`config.mk`:
```
export PLATFORM = sky130hd
export DESIGN_NAME = cxs_exec
export DESIGN_NICKNAME = d
export VERILOG_FILES = /design/src/pkg/cxs_pkg.sv /design/src/core/cxs_exec.sv
export SDC_FILE = /design/constraint.sdc
export NUM_CORES = 1
export LEC_CHECK = 0
export ABC_AREA = 1
export BUFFER_PORTS_ARGS = -buffer_cell sky130_fd_sc_hd__buf_2
export CAP_MARGIN = 20
export CORE_ASPECT_RATIO = 0.6
export CORE_MARGIN = 4
export CORE_UTILIZATION = 45
export DETAILED_ROUTE_END_ITERATION = 10
export GPL_ROUTABILITY_DRIVEN = 0
export GPL_TIMING_DRIVEN = 0
export HOLD_SLACK_MARGIN = 0.1
export PLACE_DENSITY = 0.69
export SLEW_MARGIN = 20
export SYNTH_ARGS = -nofsm -noshare
export SYNTH_HDL_FRONTEND = slang
export SYNTH_SLANG_ARGS = --single-unit
export TNS_END_PERCENT = 100
```
`constraint.sdc`:
```
create_clock -name core_clk -period 4.4 [get_ports core_clk]
set_input_delay 0.22 -clock core_clk [delete_from_list [all_inputs] [get_ports core_clk]]
set_output_delay 0.22 -clock core_clk [all_outputs]
set_load 0.01 [all_outputs]
```
`src/pkg/cxs_pkg.sv`:
```
// Package for the execution semantics block: opcodes, field types and constants
`default_nettype none
package cxs_pkg;

  // Data path width and auto-increment step
  localparam int unsigned WORD_W        = 16;
  localparam logic [15:0] AUTOINC_STEP  = 16'h0001;
  localparam logic [15:0] STACK_STEP    = 16'h0002;
  localparam logic [15:0] MOST_NEG_WORD = 16'h8000;

  // Reset values
  localparam logic [15:0] SP_RESET      = 16'h0000;
  localparam logic [15:0] WORD_RESET    = 16'h0000;

  // Opcode encodings served by this block
  localparam logic [7:0]  OPC_NEG       = 8'h03;
  localparam logic [7:0]  OPC_ST_AI     = 8'hC3;
  localparam logic [7:0]  OPC_PUSH      = 8'hC8;
  localparam logic [7:0]  OPC_POP       = 8'hCC;
  localparam logic [7:0]  OPC_TRAP      = 8'hEE;

  // Decoded operation kinds
  typedef enum logic [2:0] {
    CXS_K_NEG,
    CXS_K_ST_AI,
    CXS_K_PUSH,
    CXS_K_POP,
    CXS_K_TRAP
  } cxs_kind_t;

  // Instruction request from the sequencer
  typedef struct packed {
    logic [7:0]  opcode;
    logic [15:0] ind_reg;   // Value of the indirect/operand register
    logic [15:0] src_data;  // Store or push data, or negate operand
  } cxs_req_t;

  // Memory request toward the data bus
  typedef struct packed {
    logic        wr;
    logic        rd;
    logic [15:0] addr;
    logic [15:0] wdata;
  } cxs_mem_t;

  // Completion record
  typedef struct packed {
    logic [15:0] value;     // Negate result or popped word
    logic [15:0] ptr_wb;    // Updated indirect register after auto-increment
    logic        ptr_wb_en;
    logic        flag_n;
    logic        flag_v;
    logic        flag_z;
  } cxs_res_t;

endpackage

`default_nettype wire

```
`src/core/cxs_exec.sv`:
```
// Execution unit covering auto-increment, negate flags, reserved-opcode trap and stack pointer
//
// Contract
// - Indirect auto-increment addresses with original value; increment applied at instruction end.
// - Negating 8000h returns 8000h with negative and overflow flags both set.
// - Opcode EEH always raises the unimplemented-opcode interrupt.
// - Stack pointer is a dedicated register, also usable as general storage.
`timescale 1ns/10ps
`default_nettype none

module cxs_exec #(
  // Word width of the data path; only the core word width is served
  parameter int unsigned DATA_W = cxs_pkg::WORD_W
) (
  // Clock and reset
  input  wire logic              core_clk,
  input  wire logic              rstn,
  // Instruction request
  input  wire logic              req_valid,
  input  wire cxs_pkg::cxs_req_t req,
  output logic                   req_ready,
  // Data memory
  output cxs_pkg::cxs_mem_t      mem,
  input  wire logic [15:0]       mem_rdata,
  // Completion
  output logic                   done,
  output cxs_pkg::cxs_res_t      res,
  output logic                   unimpl_irq,
  // Stack pointer as general storage
  input  wire logic              sp_wr,
  input  wire logic [15:0]       sp_wdata,
  output logic [15:0]            stack_pointer_register
);

  typedef enum logic [1:0] {
    CXS_S_IDLE,
    CXS_S_MEM,
    CXS_S_END
  } cxs_state_t;

  cxs_state_t          state_ff;
  cxs_state_t          nxt_state;
  cxs_pkg::cxs_kind_t  kind_ff;
  logic [DATA_W-1:0]   ptr_ff;
  logic [DATA_W-1:0]   sp_ff;
  logic                ready_ff;
  logic                done_ff;
  logic                irq_ff;
  cxs_pkg::cxs_mem_t   mem_ff;
  cxs_pkg::cxs_res_t   res_ff;
  logic                take;
  cxs_pkg::cxs_kind_t  kind_in;

  // Refuse widths that the packed carriers cannot hold
  if (DATA_W != cxs_pkg::WORD_W) begin : g_width_check
    $error("cxs_exec: DATA_W must equal the core word width");
  end

  // Operations that walk the memory states before completing
  function automatic logic is_mem_op(input cxs_pkg::cxs_kind_t k);
    is_mem_op = (k == cxs_pkg::CXS_K_ST_AI) || (k == cxs_pkg::CXS_K_PUSH) ||
                (k == cxs_pkg::CXS_K_POP);
  endfunction

  // Stack grows downward by one word per push
  function automatic logic [15:0] sp_down(input logic [15:0] sp);
    sp_down = sp - cxs_pkg::STACK_STEP;
  endfunction

  // Stack shrinks upward by one word per pop
  function automatic logic [15:0] sp_up(input logic [15:0] sp);
    sp_up = sp + cxs_pkg::STACK_STEP;
  endfunction

  // Maps an opcode to its operation; anything unknown traps
  // Reserved code EEH and every unlisted code land on the same trap
  function automatic cxs_pkg::cxs_kind_t decode(input logic [7:0] opc);
    case (opc)
      cxs_pkg::OPC_NEG:   decode = cxs_pkg::CXS_K_NEG;
      cxs_pkg::OPC_ST_AI: decode = cxs_pkg::CXS_K_ST_AI;
      cxs_pkg::OPC_PUSH:  decode = cxs_pkg::CXS_K_PUSH;
      cxs_pkg::OPC_POP:   decode = cxs_pkg::CXS_K_POP;
      cxs_pkg::OPC_TRAP:  decode = cxs_pkg::CXS_K_TRAP;
      default:            decode = cxs_pkg::CXS_K_TRAP;
    endcase
  endfunction

  assign take    = req_valid && ready_ff;
  assign kind_in = decode(req.opcode);

  // Next state: single-cycle ops stay idle, memory ops walk MEM then END
  always_comb begin
    nxt_state = state_ff;
    case (state_ff)
      CXS_S_IDLE: begin
        if (take && is_mem_op(kind_in)) begin
          nxt_state = CXS_S_MEM;
        end
      end
      CXS_S_MEM: nxt_state = CXS_S_END;
      CXS_S_END: nxt_state = CXS_S_IDLE;
      default:   nxt_state = CXS_S_IDLE;
    endcase
  end

  // State, ready and captured operation
  // Ready drops for the two cycles a memory operation is in flight
  always_ff @(posedge core_clk) begin
    if (!rstn) begin
      state_ff <= CXS_S_IDLE;
      ready_ff <= 1'b0;
      kind_ff  <= cxs_pkg::CXS_K_NEG;
      ptr_ff   <= cxs_pkg::WORD_RESET;
    end else begin
      state_ff <= nxt_state;
      ready_ff <= (nxt_state == CXS_S_IDLE);
      if (take) begin
        kind_ff <= kind_in;
        ptr_ff  <= req.ind_reg; // Original pointer kept until the end
      end
    end
  end

  // Memory strobes, one cycle each
  // Address and data hold after the strobe so the bus sees stable values
  always_ff @(posedge core_clk) begin
    if (!rstn) begin
      mem_ff <= '0;
    end else begin
      mem_ff.wr <= 1'b0;
      mem_ff.rd <= 1'b0;
      if (take) begin
        case (kind_in)
          cxs_pkg::CXS_K_ST_AI: begin
            mem_ff.wr    <= 1'b1;
            mem_ff.addr  <= req.ind_reg;  // Pre-increment address
            mem_ff.wdata <= req.src_data; // Same register stores its old value
          end
          cxs_pkg::CXS_K_PUSH: begin
            mem_ff.wr    <= 1'b1;
            mem_ff.addr  <= sp_down(sp_ff);
            mem_ff.wdata <= req.src_data;
          end
          cxs_pkg::CXS_K_POP: begin
            mem_ff.rd    <= 1'b1;
            mem_ff.addr  <= sp_ff;
          end
          default: begin
            mem_ff.addr  <= mem_ff.addr;
          end
        endcase
      end
    end
  end

  // Stack pointer: instruction updates win over a general-storage write
  // A storage write on the edge that ends a push or pop is dropped, so
  // software must not use the register as storage while the stack is live
  always_ff @(posedge core_clk) begin
    if (!rstn) begin
      sp_ff <= cxs_pkg::SP_RESET;
    end else if (state_ff == CXS_S_END && kind_ff == cxs_pkg::CXS_K_PUSH) begin
      sp_ff <= sp_down(sp_ff);
    end else if (state_ff == CXS_S_END && kind_ff == cxs_pkg::CXS_K_POP) begin
      sp_ff <= sp_up(sp_ff);
    end else if (sp_wr) begin
      sp_ff <= sp_wdata; // Plain storage when no stack is in use
    end
  end

  // Completion pulse, result record and trap
  // Negating the most negative word keeps 8000h and reports it as negative
  // as well as overflowed, so a sign test after the negate stays consistent
  always_ff @(posedge core_clk) begin
    if (!rstn) begin
      done_ff <= 1'b0;
      irq_ff  <= 1'b0;
      res_ff  <= '0;
    end else begin
      done_ff          <= 1'b0;
      irq_ff           <= 1'b0;
      res_ff.ptr_wb_en <= 1'b0;
      if (take && kind_in == cxs_pkg::CXS_K_NEG) begin
        done_ff      <= 1'b1;
        res_ff.value <= 16'h0000 - req.src_data;
        res_ff.flag_n <= req.src_data != 16'h0000 && !(req.src_data[15] &&
                         req.src_data != cxs_pkg::MOST_NEG_WORD); // N set for 8000h
        res_ff.flag_v <= (req.src_data == cxs_pkg::MOST_NEG_WORD);
        res_ff.flag_z <= (req.src_data == 16'h0000);
      end else if (take && kind_in == cxs_pkg::CXS_K_TRAP) begin
        done_ff <= 1'b1;
        irq_ff  <= 1'b1;
      end else if (state_ff == CXS_S_END) begin
        done_ff <= 1'b1;
        if (kind_ff == cxs_pkg::CXS_K_ST_AI) begin
          res_ff.ptr_wb    <= ptr_ff + cxs_pkg::AUTOINC_STEP; // Increment at end
          res_ff.ptr_wb_en <= 1'b1;
        end
        if (kind_ff == cxs_pkg::CXS_K_POP) begin
          res_ff.value  <= mem_rdata;
          res_ff.flag_z <= (mem_rdata == 16'h0000);
          res_ff.flag_n <= mem_rdata[15];
          res_ff.flag_v <= 1'b0;
        end
      end
    end
  end

  // Pending interrupt flags live outside this unit; the trap only pulses
  // its request line, and updates to the pending flags stay with software
  // that must keep them safe from lost requests
  // Outputs straight from flip-flops
  assign req_ready              = ready_ff;
  assign mem                    = mem_ff;
  assign done                   = done_ff;
  assign res                    = res_ff;
  assign unimpl_irq             = irq_ff;
  assign stack_pointer_register = sp_ff;

endmodule

`default_nettype wire

```
; ---- After elaboration in Yosys (flattened, before gate mapping)
; Index checks and enable logic that the tools add are counted.
[totals]
register_bits = 110
inputBits = 76
out_inout_bits = 89
wordCells = 90
[classes]
addsub = 4
eq_ne = 16
muxes = 20
bitwise_logic = 4
n_reduce_logical = 29
[op_table]
columns = op, count
row1 = 16-bit 2-to-1 mux, 5
row2 = 36-bit 2-to-1 mux, 2
row3 = 16-bit case mux with 3 select lines, 1
row4 = 16-bit logical NOT, 2
row5 = "8-bit equality test, second input constant", 3
row6 = 17-bit 2-to-1 mux, 1
row7 = "16-bit by 1-bit adder with 16-bit output, second input constant", 1
row8 = "16-bit by 2-bit adder with 16-bit output, second input constant", 1
row9 = "16-bit equality test, second input constant", 1
row10 = "16-bit != test, second input constant", 1
row11 = 16-bit nonzero test, 1
row12 = "1-bit by 16-bit subtractor with 16-bit output, first input constant", 1
row13 = "16-bit by 2-bit subtractor with 16-bit output, second input constant", 1
row14 = "3-bit by 2-bit equality test with 1-bit output, second input constant", 4
row15 = 3-bit case mux with 4 select lines, 1
row16 = "8-bit by 2-bit equality test with 1-bit output, second input constant", 1
row17 = 1-bit logical AND, 8
row18 = "3-bit by 1-bit equality test with 1-bit output, second input constant", 2
row19 = 1-bit 2-to-1 mux, 6
row20 = 3-bit 2-to-1 mux, 2
row21 = 2-bit AND reduction, 3
row22 = 3-bit nonzero test, 2
row23 = 2-bit logical NOT, 2
row24 = 1-bit NOT, 4
row25 = 14 further kinds, 17

; ---- Logic depth before layout (Yosys ltp)
; Gate-level depths: netlist of run 1.
[logic_depth]
depth_word = 9
depth_mapped = 11
ltp_nobuf = 11

; ---- Least setup slack after synthesis of run 1
; OpenSTA, ideal clock, no wires.
[synth_path]
path_type = reg2reg
startpoint = register sp_ff[2], in the netlist stack_pointer_register[2]
endpoint = register sp_ff[11], in the netlist stack_pointer_register[11]
setup_time_ns = 0.117
arrival_time_ns = 1.404
t_required_ns = 4.283
path_slack_ns = 2.879
path_stages_with_launch = 10
n_path_buf = 0
period_less_slack_ns = 1.521
cell_sequence = dfxtp_1 > ha_1 > nand2_1 > nor2_1 > nand3_1 > nand2_1 > nand3_1 > nand2_1 > nand3_1 > nor2b_1
[synth_between]
elab_chain_cells = 3
elab_cells_between_ends = 4
classes_between = 2 x add/sub / 2 x mux
[synth_lines]
columns = item, line_no
row1 = from (decl), cxs_exec.sv:45  ; logic [DATA_W-1:0] sp_ff;
row2 = from (signal assigned), cxs_exec.sv:161  ; sp_ff <= cxs_pkg::SP_RESET;
row3 = from (signal assigned), cxs_exec.sv:163  ; sp_ff <= sp_down(sp_ff);
row4 = from (signal assigned), cxs_exec.sv:165  ; sp_ff <= sp_up(sp_ff);
row5 = 16-bit by 2-bit adder with 16-bit output, cxs_exec.sv:72  ; sp_up = sp + cxs_pkg::STACK_STEP;
row6 = 16-bit 2-to-1 mux, cxs_exec.sv:164  ; end else if (state_ff == CXS_S_END && kind_ff == cxs_pkg::CXS_K_POP) begin
row7 = 16-bit 2-to-1 mux *, cxs_exec.sv:162  ; end else if (state_ff == CXS_S_END && kind_ff == cxs_pkg::CXS_K_PUSH) begin
; Mark *: on every way between the ends. The rest lies on a longest branch, timed or not.
; A chain may end at the register's enable or synchronous reset.

; ---- Worst setup path after layout of run 1
[layout_path]
startpoint = register state_ff[0]
endpoint = register res_ff (netlist bit res[34])
[layout_between]
elab_chain_cells = 3
[layout_lines]
columns = item, line_no
row1 = from (decl), cxs_exec.sv:41  ; cxs_state_t state_ff;
row2 = from (signal assigned), cxs_exec.sv:115  ; state_ff <= nxt_state;
row3 = 2-bit equality test, cxs_exec.sv:193  ; end else if (state_ff == CXS_S_END) begin
row4 = 2-bit nonzero test (no source line), -
row5 = 3-bit AND reduction (no source line), -
row6 = to (decl), cxs_exec.sv:50  ; cxs_pkg::cxs_res_t res_ff;
; No other way between the ends.

==> results.ini, run 1 <==
[yosys]
synth_top_area_cell=dfxtp_1
seq_area_frac_synth=0.347
synth_area_um2=6350
synthTopCellsByCount=nor2_1, nand2_1, dfxtp_1
yosys_most_used_dff=dfxtp_1
ys_ff_latch=110
synth_cells=997
yosys_warnings=0
async_flop_share=0
avgSynthCellArea_um2=6.37
synth.most_common_cell=nor2_1
synth-edff-count=0
netlist.area_leader.share=0.347
syn_nets=1077
yosysUniqueCellTypes=37
ys_top_cells_by_area=dfxtp_1, nor2_1, nand2_1

[worst_setup_path]
path_max_fanout=10
arrival_ns=2.16
r2r_setup_slack_ns=2.48
start_kind=flop
reg2reg_depth=9
cp-end-kind=flop
cpMaxStageDelayCell=dfxtp_1
path_cells=nor2_4 -> nand3_2 -> nor2_2 -> nand2_1 -> nand2_2 -> buf_4 -> nand2_1 -> nor2_1 -> nor2_1
crit_path_max_incr_delay_ns=0.36
timing.rr.end=res[34]
cp_data_required_time_ns=4.65
crit_type=flop to flop
reg2reg_from=state_ff[0]

[grt]
grtUsageTotal=0.258
grt_max_degree=21
antenna_found_initial=1
grt_pass1_vias=6060
grt_first_pass_wirelength_mm=33.1
grt-ovfl-total=0

[floorplanning]
ios=165
die_area_um2=16100
start_util=0.462
num_rows=33
die_x_um=161
core_um2=13700
fp.dieH_um=100

[power_and_ir_drop]
leakage_uw=0.00387
powerDensity_nw_per_um2=286
ir_worst_vdd_uv=297

[final_layout]
nets=1252
area_growth_syn_to_layout_pct=21.8
final_util=0.562
final_cells=1369
drive_gt1_frac=0.209
nFillCells=1456
antennaDiodeCount=0

[placement]
dp_hpwl_mm=16.8
port_buffers=164
place_inst=1353

[route]
wl_met1_mm=10.7
post-route-drc-count=0
wl_per_cell_um=15.4
drtAntennaViolNets=0
dr.first_iter.drc_count=674
drt_wl_total_mm=21.1
routed-wl-met2_mm=7.85
via_per_inst=5.10
highest_layer=met5
first_pass_iters=8
vias=6979
route.met3.wl_mm=2.40

[job]
cap_violations=0

[run_status]
status=finished, final reports clean

[hold_path]
holdCritPathClass=input port to flop
min_to=stack_pointer_register[0]
hold_start=sp_wdata[0]
holdPathStages=3

[sta]
period_minus_slack_ns=1.92
drv_slew=0
worst_pin_slew_ns=0.693
finalCritPeriodShare=0.435
rsz0062_at_grt=false
finalSetupViolCount=0
fmax_mhz=522
slew_headroom=0.538
fin_skew_ns=0.00923
hold_viol=0
finalSetupTns_ns=0

[cts]
cts_buffers=9
htreeDepth=3
clock_path_buffers=2
clk_pin_slew_worst_paths_ns=0.08
cts_tree=done
cts_root_buf=clkbuf_16
insertion_delay_ns=0.35
cts_resized=0
cts.sinks=110
cts_hold_buf=0
postCtsSetupBuffers=0

[cell type report]
| cell class | instances | area (µm²) | area share |
|---|---|---|---|
| buffer | 44 | 245 | 0.0317 |
| clock buffer | 10 | 229 | 0.0296 |
| clock inverter | 6 | 91.3 | 0.0118 |
| inverter | 108 | 415 | 0.0537 |
| multi-input combinational | 735 | 3480 | 0.451 |
| sequential | 110 | 2200 | 0.285 |
| tap | 192 | 240 | 0.0311 |
| timing repair buffer | 164 | 821 | 0.106 |
[flip-flops by register name, summed over array words and instances (netlist names)]
name and flops:
state_ff 2, unimpl_irq 1, res 36, kind_ff 3
ptr_ff 16, mem 34, req_ready 1, done 1
stack_pointer_register 16
[metrics by stage]
step / power [µW] / hold slack [ns] / worst slack, ns / instance area, µm²
6_report: 2210 / 0.126 / 2.48 / 7730
3_5_place_dp: 1350 / 0.453 / 2.51 / 7410
3_3_place_gp: 1340 / 0.448 / 2.54 / 7410
2_1_floorplan: 1230 / 0.348 / 2.88 / 6350
4_1_cts: 2220 / 0.114 / 2.54 / 7730
5_1_grt: 2310 / 0.136 / 2.39 / 7730
[per-layer routing]
metal / global-route usage / vias to the layer above
li1: - / 3535
met1: 0.418 / 3091
met2: 0.336 / 332
met3: 0.0714 / 19
met4: 0.0393 / 2
met5: 0 / -
[critical path: cells and delay by family (launching register included)]
kind	cells	cell delay, ns
AND/OR/NAND/NOR	8	1.26
flip-flops	1	0.36
buffers and inverters	1	0.18
[where the power goes]
part	leakage, µW	switching [µW]	internal (µW)
Combinational	0.00282	190	98.9
Sequential	0.000894	24.5	1020
Clock	0.000155	417	460
[how the worst max path moves through the flow]
stage	from	to	cells past startpoint
3_5_place_dp	req[0]	res[32]	10
6_report	state_ff[0]	res[34]	9
2_1_floorplan	stack_pointer_register[2]	stack_pointer_register[11]	9
5_1_grt	state_ff[1]	res[34]	10
3_3_place_gp	req[0]	res[32]	10
4_1_cts	state_ff[1]	res[34]	10
[cell usage in the layout (no fill, tap or decap), types with 8 or more instances in the layout]
master     instances
inv_1             98
o21ai_1           13
nand2_1          188
clkbuf_16          9
clkbuf_1          22
nand4_1            9
nand3_1           85
o21ai_0           85
a21oi_1           48
buf_4              8
nor3_1            17
dfxtp_1          110
buf_2            174
nor2_1           209
xor2_1            20
nor2_2            12
[cells by family (layout without fill, tap and decap cells)]
group / count (synthesis) / count (layout) / share of synthesized area
adders and majority gates: 4 / 4 / 0.00789
buffers and inverters: 152 / 332 / 0.104
DFF: 110 / 110 / 0.347
AOI/OAI and AO/OA: 161 / 161 / 0.132
and+or+nand+nor: 546 / 546 / 0.376
xor gates and xnor gates: 24 / 24 / 0.0331
(Power assumes the default switching activity.)
==> inputs of run 2 (changes only) <==
--- a/config.mk
+++ b/config.mk
@@ -15,7 +15,7 @@
 export GPL_ROUTABILITY_DRIVEN = 0
 export GPL_TIMING_DRIVEN = 0
 export HOLD_SLACK_MARGIN = 0.1
-export PLACE_DENSITY = 0.69
+export PLACE_DENSITY = 0.71
 export SLEW_MARGIN = 20
 export SYNTH_ARGS = -nofsm -noshare
 export SYNTH_HDL_FRONTEND = slang
==> constraint.sdc (replaced) <==
create_clock -name core_clk -period 1.65 [get_ports core_clk]
set_input_delay 0.0825 -clock core_clk [delete_from_list [all_inputs] [get_ports core_clk]]
set_output_delay 0.0825 -clock core_clk [all_outputs]
set_load 0.01 [all_outputs]
==> run 2 against run 1 <==
  * Non-clock buffer count increased by 48
  * Clock power increased to 2.6 times the previous value
  * Sequential share of layout area down 2.1 points
  * Wire length grew 4.4%
  * Largest power group unchanged
  * Power increased to 2.7 times the previous value
  * Utilization up 4.7 points
  * First-iteration DRC count grew 6.2%
  * Register-to-register slack got worse by 2.4 ns
  * Flip-flop and latch count unchanged
  * Die area stayed put
  * Clock skew barely moved
==> results.ini, run 2 (synthesis gave the netlist of run 1 again) <==
[run_status]
status=finished, final reports clean  ; unchanged

[route]
wl_per_cell_um=15.6  ; was 15.4 µm
drtAntennaViolNets=0  ; unchanged
dr.first_iter.drc_count=716  ; was 674
post-route-drc-count=0  ; unchanged
first_pass_iters=5  ; was 8
via_per_inst=5.15  ; was 5.10
vias=7304  ; was 6979
drt_wl_total_mm=22.1  ; was 21.1 mm

[power_and_ir_drop]
combPwrFrac=0.152  ; was 0.131
finalPower_uw=5960  ; was 2210 µW
swShare=0.286  ; about the same
powerDensity_nw_per_um2=711  ; was 286 nW/µm²
power.switching_uw=1700  ; was 631 µW
leakage_uw=0.00409  ; was 0.00387 µW
p_seq_frac=0.467  ; was 0.472
clkPwrFrac=0.382  ; was 0.397
ir_worst_vdd_uv=445  ; was 297 µV
p_int_uw=4250  ; was 1580 µW

[floorplanning]
num_rows=33  ; unchanged
die_area_um2=16100  ; unchanged
die_x_um=161  ; unchanged
fp.dieH_um=100  ; unchanged
ios=165  ; unchanged
start_util=0.462  ; unchanged
core_um2=13700  ; unchanged

[final_layout]
drive_gt1_frac=0.239  ; was 0.209
nets=1300  ; was 1252
layout_common_cells=nor2_1, nand2_1, buf_2, dfxtp_1, inv_1  ; unchanged
area_growth_syn_to_layout_pct=32.0  ; was 21.8%
layout.cells.most_common=nor2_1  ; unchanged
final_cells=1418  ; was 1369
largest_register_ffs=36  ; unchanged

[worst_setup_path]
cp_top_family=simple AND/OR/NAND/NOR gates  ; unchanged
crit_type=flop to flop  ; unchanged
crit_path_max_incr_delay_ns=0.35  ; was 0.36 ns
cp-end-kind=flop  ; unchanged
arrival_ns=1.87  ; was 2.16 ns
crit_buf_inv=1  ; unchanged
cp_data_required_time_ns=1.93  ; was 4.65 ns
cpMaxStageDelayCell=dfxtp_1  ; unchanged
path_cells=buf_2 -> nand2_1 -> nor2_4 -> nand3_1 -> nand2_1 -> nand2_1 -> a21oi_1 -> nor2_1 -> nor2_1  ; was nor2_4 -> nand3_2 -> nor2_2 -> nand2_1 -> nand2_2 -> buf_4 -> nand2_1 -> nor2_1 -> nor2_1
start_kind=flop  ; unchanged
critPathMostFrequentCell=nand2_1
path_max_fanout=9  ; was 10

[placement]
pre_cts_ws_ns=-0.184  ; was 2.51 ns
place_inst=1353  ; unchanged
port_buffers=164  ; unchanged
dp_hpwl_mm=16.7  ; was 16.8 mm

[sta]
drv_slew=0  ; unchanged
rsz0062_at_grt=true  ; was false
finalSetupViolCount=0  ; unchanged
period_minus_slack_ns=1.59  ; was 1.92 ns
finalWorstSetupSlack_ns=0.0592  ; was 2.48 ns
slew_headroom=0.518  ; was 0.538
hold_viol=0  ; unchanged
fin_skew_ns=0.00928  ; was 0.00923 ns
finalCritPeriodShare=0.964  ; was 0.435
worst_pin_slew_ns=0.722  ; was 0.693 ns
fmax_mhz=629  ; was 522 MHz

[cts]
cts_root_buf=clkbuf_16  ; unchanged
clk_pin_slew_worst_paths_ns=0.08  ; about the same
cts_buffers=9  ; unchanged
htreeDepth=3  ; unchanged
insertion_delay_ns=0.35  ; about the same
clock_path_buffers=2  ; unchanged
cts_tree=done  ; unchanged
cts.sinks=110  ; unchanged

[grt]
grtUsageTotal=0.266  ; was 0.258
grt-ovfl-total=0  ; unchanged
antenna_found_initial=0  ; was 1
grt_pass1_vias=6463  ; was 6060
grt_first_pass_wirelength_mm=34.4  ; was 33.1 mm
grt_max_degree=20  ; was 21

[job]
cap_violations=0  ; unchanged

[hold_path]
holdCritPathClass=input port to flop  ; unchanged

## run 2: changes by cell type in the layout (fill, tap and decap cells not counted), moves of 4 or more
cell           previous run  this run
buf_4                     8        17
buf_2                   174       170
dlygate4sd3_1             0        38
clkbuf_1                 22        16
nand2_1                 188       184
nor2_4                    5        16
clkbuf_2                  0         5
dfxtp_1                 110       106
nor2_1                  209       196
## run 2: worst reg2reg max path: cells and delay by family, from the launching register on
family          cells  cell delay [ns]
compound gates      1             0.20
buf+inv             1             0.28
flops               1             0.35
simple gates        7             0.71
## run 2: area by class of cell
cell class,instances,area [µm²]
diodes,1,2.50
plain buffers,44,265
clock buffers,12,267
clock inverters,4,42.5
fillers,1349,5370
inverters,108,419
multi-input cells,735,3640
flip-flops and latches,110,2210
well taps,192,240
repair buffers,212,1290
## run 2: routing by layer
| layer | share of wire | global-route usage | vias up |
|---|---|---|---|
| met1 | 0.49 | 0.418 | 3235 |
| li1 | - | - | 3632 |
| met2 | 0.39 | 0.370 | 396 |
| met4 | 0.016 | 0.0550 | 0 |
| met3 | 0.11 | 0.0554 | 41 |
| met5 | 0 | 0 | - |
## run 2: power by group through the flow
| stage | registers, µW | clock network, µW | logic, µW |
|---|---|---|---|
| after floorplan | 2840 | 0 | 436 |
| after global placement | 2840 | 0 | 738 |
| after detailed placement | 2840 | 0 | 749 |
| after CTS | 2780 | 2300 | 831 |
| after global routing | 2790 | 2420 | 995 |
| final | 2780 | 2270 | 903 |
## run 2: timing repair
item | 4_1_cts | 5_1_grt
gates resized for setup | 9 | 52
endpoints found under the hold margin | 39 | 0
buffers inserted | 4 | 6
cloned | 0 | 0
pin swaps | 2 | 9
hold buffers | 38 | 0
setup endpoints to repair | 34 | 49
## run 2: final timing paths
check,start,endpoint,slack [ns],cells after the start
worst max register to register,stack_pointer_register[6],stack_pointer_register[10],0.06,9
worst min-delay path,req[0],res[20],0.12,5
worst min register to register,res[1],res[1],0.48,2
worst max-delay path,stack_pointer_register[6],stack_pointer_register[10],0.06,9
## run 2: through the flow
step | util | cell area [µm²] | hold slack, ns | TNS, ns
after floorplan | - | 6350 | 0.211 | 0
after global placement | 0.539 | 7410 | 0.334 | -2.23
after detailed placement | 0.539 | 7410 | 0.344 | -2.64
after CTS | 0.593 | 8160 | 0.102 | 0
after global routing | 0.609 | 8380 | 0.113 | -0.0527
final | 0.609 | 8380 | 0.118 | 0
==> inputs of run 3 (changes only) <==
--- a/config.mk
+++ b/config.mk
@@ -7,7 +7,6 @@
 export LEC_CHECK = 0
 export ABC_AREA = 1
 export BUFFER_PORTS_ARGS = -buffer_cell sky130_fd_sc_hd__buf_2
-export CAP_MARGIN = 20
 export CORE_ASPECT_RATIO = 0.6
 export CORE_MARGIN = 4
 export CORE_UTILIZATION = 45
@@ -15,7 +14,7 @@
 export GPL_ROUTABILITY_DRIVEN = 0
 export GPL_TIMING_DRIVEN = 0
 export HOLD_SLACK_MARGIN = 0.1
-export PLACE_DENSITY = 0.71
+export PLACE_DENSITY = 0.69
 export SLEW_MARGIN = 20
 export SYNTH_ARGS = -nofsm -noshare
 export SYNTH_HDL_FRONTEND = slang
==> constraint.sdc (replaced) <==
create_clock -name core_clk -period 1.6 [get_ports core_clk]
set_input_delay 0.08 -clock core_clk [delete_from_list [all_inputs] [get_ports core_clk]]
set_output_delay 0.08 -clock core_clk [all_outputs]
set_load 0.01 [all_outputs]
==> run 3 against run 2 <==
  * Utilization is 0.57 points higher
  * Count of clock-buffer cells in the layout decreased by 2
  * Clock skew down 0.00054 ns
  * Register-to-register slack lost 0.03 ns
  * Design area grew 0.94%
  * Critical path depth is the same
  * Die area is the same
  * Worst hold slack worse by 0.020 ns
  * Sequential share of layout area is 0.19 points lower
  * Global-route usage grew 0.26 points
  * Critical path type unchanged
==> results.ini, run 3 (synthesis gave the netlist of run 1 again) <==
[route]
via_per_inst=5.13  ; was 5.15
wl_per_cell_um=15.7  ; was 15.6 µm
dr.first_iter.drc_count=673  ; was 716
post-route-drc-count=0  ; unchanged
vias=7268  ; was 7304
drtAntennaViolNets=0  ; unchanged
first_pass_iters=5  ; unchanged
drt_wl_total_mm=22.2  ; was 22.1 mm

[worst_setup_path]
crit_buf_inv=2  ; was 1
reg2reg_depth=9  ; unchanged
path_max_fanout=4  ; was 9
reg2reg_from=state_ff[1]  ; was stack_pointer_register[6]
arrival_ns=1.86  ; was 1.87 ns
cpMaxStageDelayCell=dfxtp_2  ; was dfxtp_1
path_cells=inv_2 -> nor2_4 -> buf_6 -> nand2_1 -> nor3_1 -> nand3_1 -> nand2_1 -> nor2_1 -> nor2_1  ; was buf_2 -> nand2_1 -> nor2_4 -> nand3_1 -> nand2_1 -> nand2_1 -> a21oi_1 -> nor2_1 -> nor2_1
crit_type=flop to flop  ; unchanged
cp_top_family=simple AND/OR/NAND/NOR gates  ; unchanged
cp_data_required_time_ns=1.89  ; was 1.93 ns
cp-end-kind=flop  ; unchanged
start_kind=flop  ; unchanged
r2r_setup_slack_ns=0.03  ; was 0.06 ns
crit_path_max_incr_delay_ns=0.34  ; was 0.35 ns
timing.rr.end=res[0]  ; was stack_pointer_register[10]

[sta]
worst_pin_slew_ns=0.673  ; was 0.722 ns
rsz0062_at_grt=true  ; unchanged
holdWs_ns=0.0983  ; was 0.118 ns
period_minus_slack_ns=1.57  ; was 1.59 ns
finalSetupViolCount=0  ; unchanged
drv_slew=0  ; unchanged
finalCritPeriodShare=0.984  ; was 0.964
hold_viol=0  ; unchanged
fin_skew_ns=0.00874  ; was 0.00928 ns
slew_headroom=0.552  ; was 0.518
finalSetupTns_ns=0  ; unchanged
fmax_mhz=635  ; was 629 MHz

[grt]
antenna_found_initial=1  ; was 0
grt_max_degree=21  ; was 20
grt_first_pass_wirelength_mm=34.5  ; was 34.4 mm
use_met3=0.0751  ; was 0.0554
grt-ovfl-total=0  ; unchanged
grt_pass1_vias=6383  ; was 6463
use_met2=0.359  ; was 0.370
gr-usage-met1=0.427  ; was 0.418
top_usage_layer=met1  ; unchanged
grtUsageTotal=0.268  ; was 0.266

[final_layout]
antennaDiodeCount=0  ; was 1
layout_common_cells=nor2_1, nand2_1, buf_2, dfxtp_1, inv_1  ; unchanged
nets=1300  ; unchanged
area_growth_syn_to_layout_pct=33.3  ; was 32.0%
layout.cells.most_common=nor2_1  ; unchanged
multi_input_area_um2=3670  ; was 3640 µm²
largest_register_ffs=36  ; unchanged
regArea_um2=2210  ; about the same
nFillCells=1366  ; was 1349
drive_gt1_frac=0.250  ; was 0.239

[cts]
insertion_delay_ns=0.35  ; about the same
clk_pin_slew_worst_paths_ns=0.08  ; about the same
cts_buffers=9  ; unchanged
cts.sinks=110  ; unchanged
cts_tree=done  ; unchanged
clock_path_buffers=2  ; unchanged
cts_root_buf=clkbuf_16  ; unchanged
htreeDepth=3  ; unchanged

[floorplanning]
ios=165  ; unchanged
num_rows=33  ; unchanged
die_area_um2=16100  ; unchanged
die_x_um=161  ; unchanged
core_um2=13700  ; unchanged
start_util=0.462  ; unchanged
fp.dieH_um=100  ; unchanged

[hold_path]
holdCritPathClass=input port to flop  ; unchanged
holdPathStages=5  ; unchanged
hold_start=req[0]  ; unchanged
min_to=res[20]  ; unchanged

[run_status]
status=finished, final reports clean  ; unchanged

[power_and_ir_drop]
finalPower_uw=6250  ; was 5960 µW
leakage_uw=0.00410  ; was 0.00409 µW
ir_worst_vdd_uv=820  ; was 445 µV
powerDensity_nw_per_um2=739  ; was 711 nW/µm²

[job]
cap_violations=0  ; unchanged

[placement]
port_buffers=164  ; unchanged
dp_hpwl_mm=16.8  ; was 16.7 mm

==> run 3: cell count changes in the layout (fill, tap and decap cells not counted), sizes merged <==
cell	previous run	this run
buf	194	195
bufinv	0	1
clkbuf	36	32
clkinv	1	4
diode	1	0
dlygate4sd3	38	39
inv	110	108
==> run 3: layout make-up <==
| type | count | share of cell area |
|---|---|---|
| well taps | 192 | 0.0284 |
| flip-flops and latches | 110 | 0.262 |
| inverters | 108 | 0.0496 |
| multi-input cells | 735 | 0.434 |
| repair buffers | 214 | 0.153 |
| clock inverters | 6 | 0.0108 |
| clock buffers | 10 | 0.0271 |
| plain buffers | 42 | 0.0346 |
==> run 3: what timing repair did <==
action                                  4_1_cts  5_1_grt
hold buffers                                 39        0
endpoints found under the setup margin       75       59
setup buffers                                 4        7
pin swaps                                     3        8
endpoints found under the hold margin        40        0
resized for setup                            18       70
==> run 3: worst max path at each step <==
stage,start,endpoint,depth (start not counted)
2_1_floorplan,stack_pointer_register[2],stack_pointer_register[11],9
3_3_place_gp,state_ff[1],res[34],10
3_5_place_dp,state_ff[1],res[34],10
4_1_cts,stack_pointer_register[2],stack_pointer_register[13],8
5_1_grt,ptr_ff[0],res[18],9
6_report,state_ff[1],res[0],9
==> run 3: power by group <==
part	leakage, µW	internal, µW	total, µW	switching (µW)
sequential	0.000897	2800	2880	74.3
combinational	0.00305	373	951	578
clock	0.000155	1270	2430	1160
total	0.00410	4440	6250	1810
==> run 3: metal layers <==
layer	up-vias	share of wire
met2	353	0.38
met1	3245	0.50
li1	3637	-
met5	-	0.00045
met4	2	0.0094
met3	31	0.11
==> run 3: tightest hold or removal path: cells and delay by family <==
kind                   cells  cell delay [ns]
AND/OR/NAND/NOR            4             0.22
buffers and inverters      1             0.10
==> run 3: metrics by stage <==
stage / util / area (µm²) / worst slack (ns) / cells
global placement: 0.539 / 7410 / -0.259 / 1353
finish: 0.615 / 8460 / 0.0252 / 1417
detailed placement: 0.539 / 7410 / -0.248 / 1353
CTS: 0.597 / 8210 / 0.00207 / 1412
global route: 0.615 / 8460 / -0.0236 / 1417
floorplan: - / 6350 / 0.0787 / 997
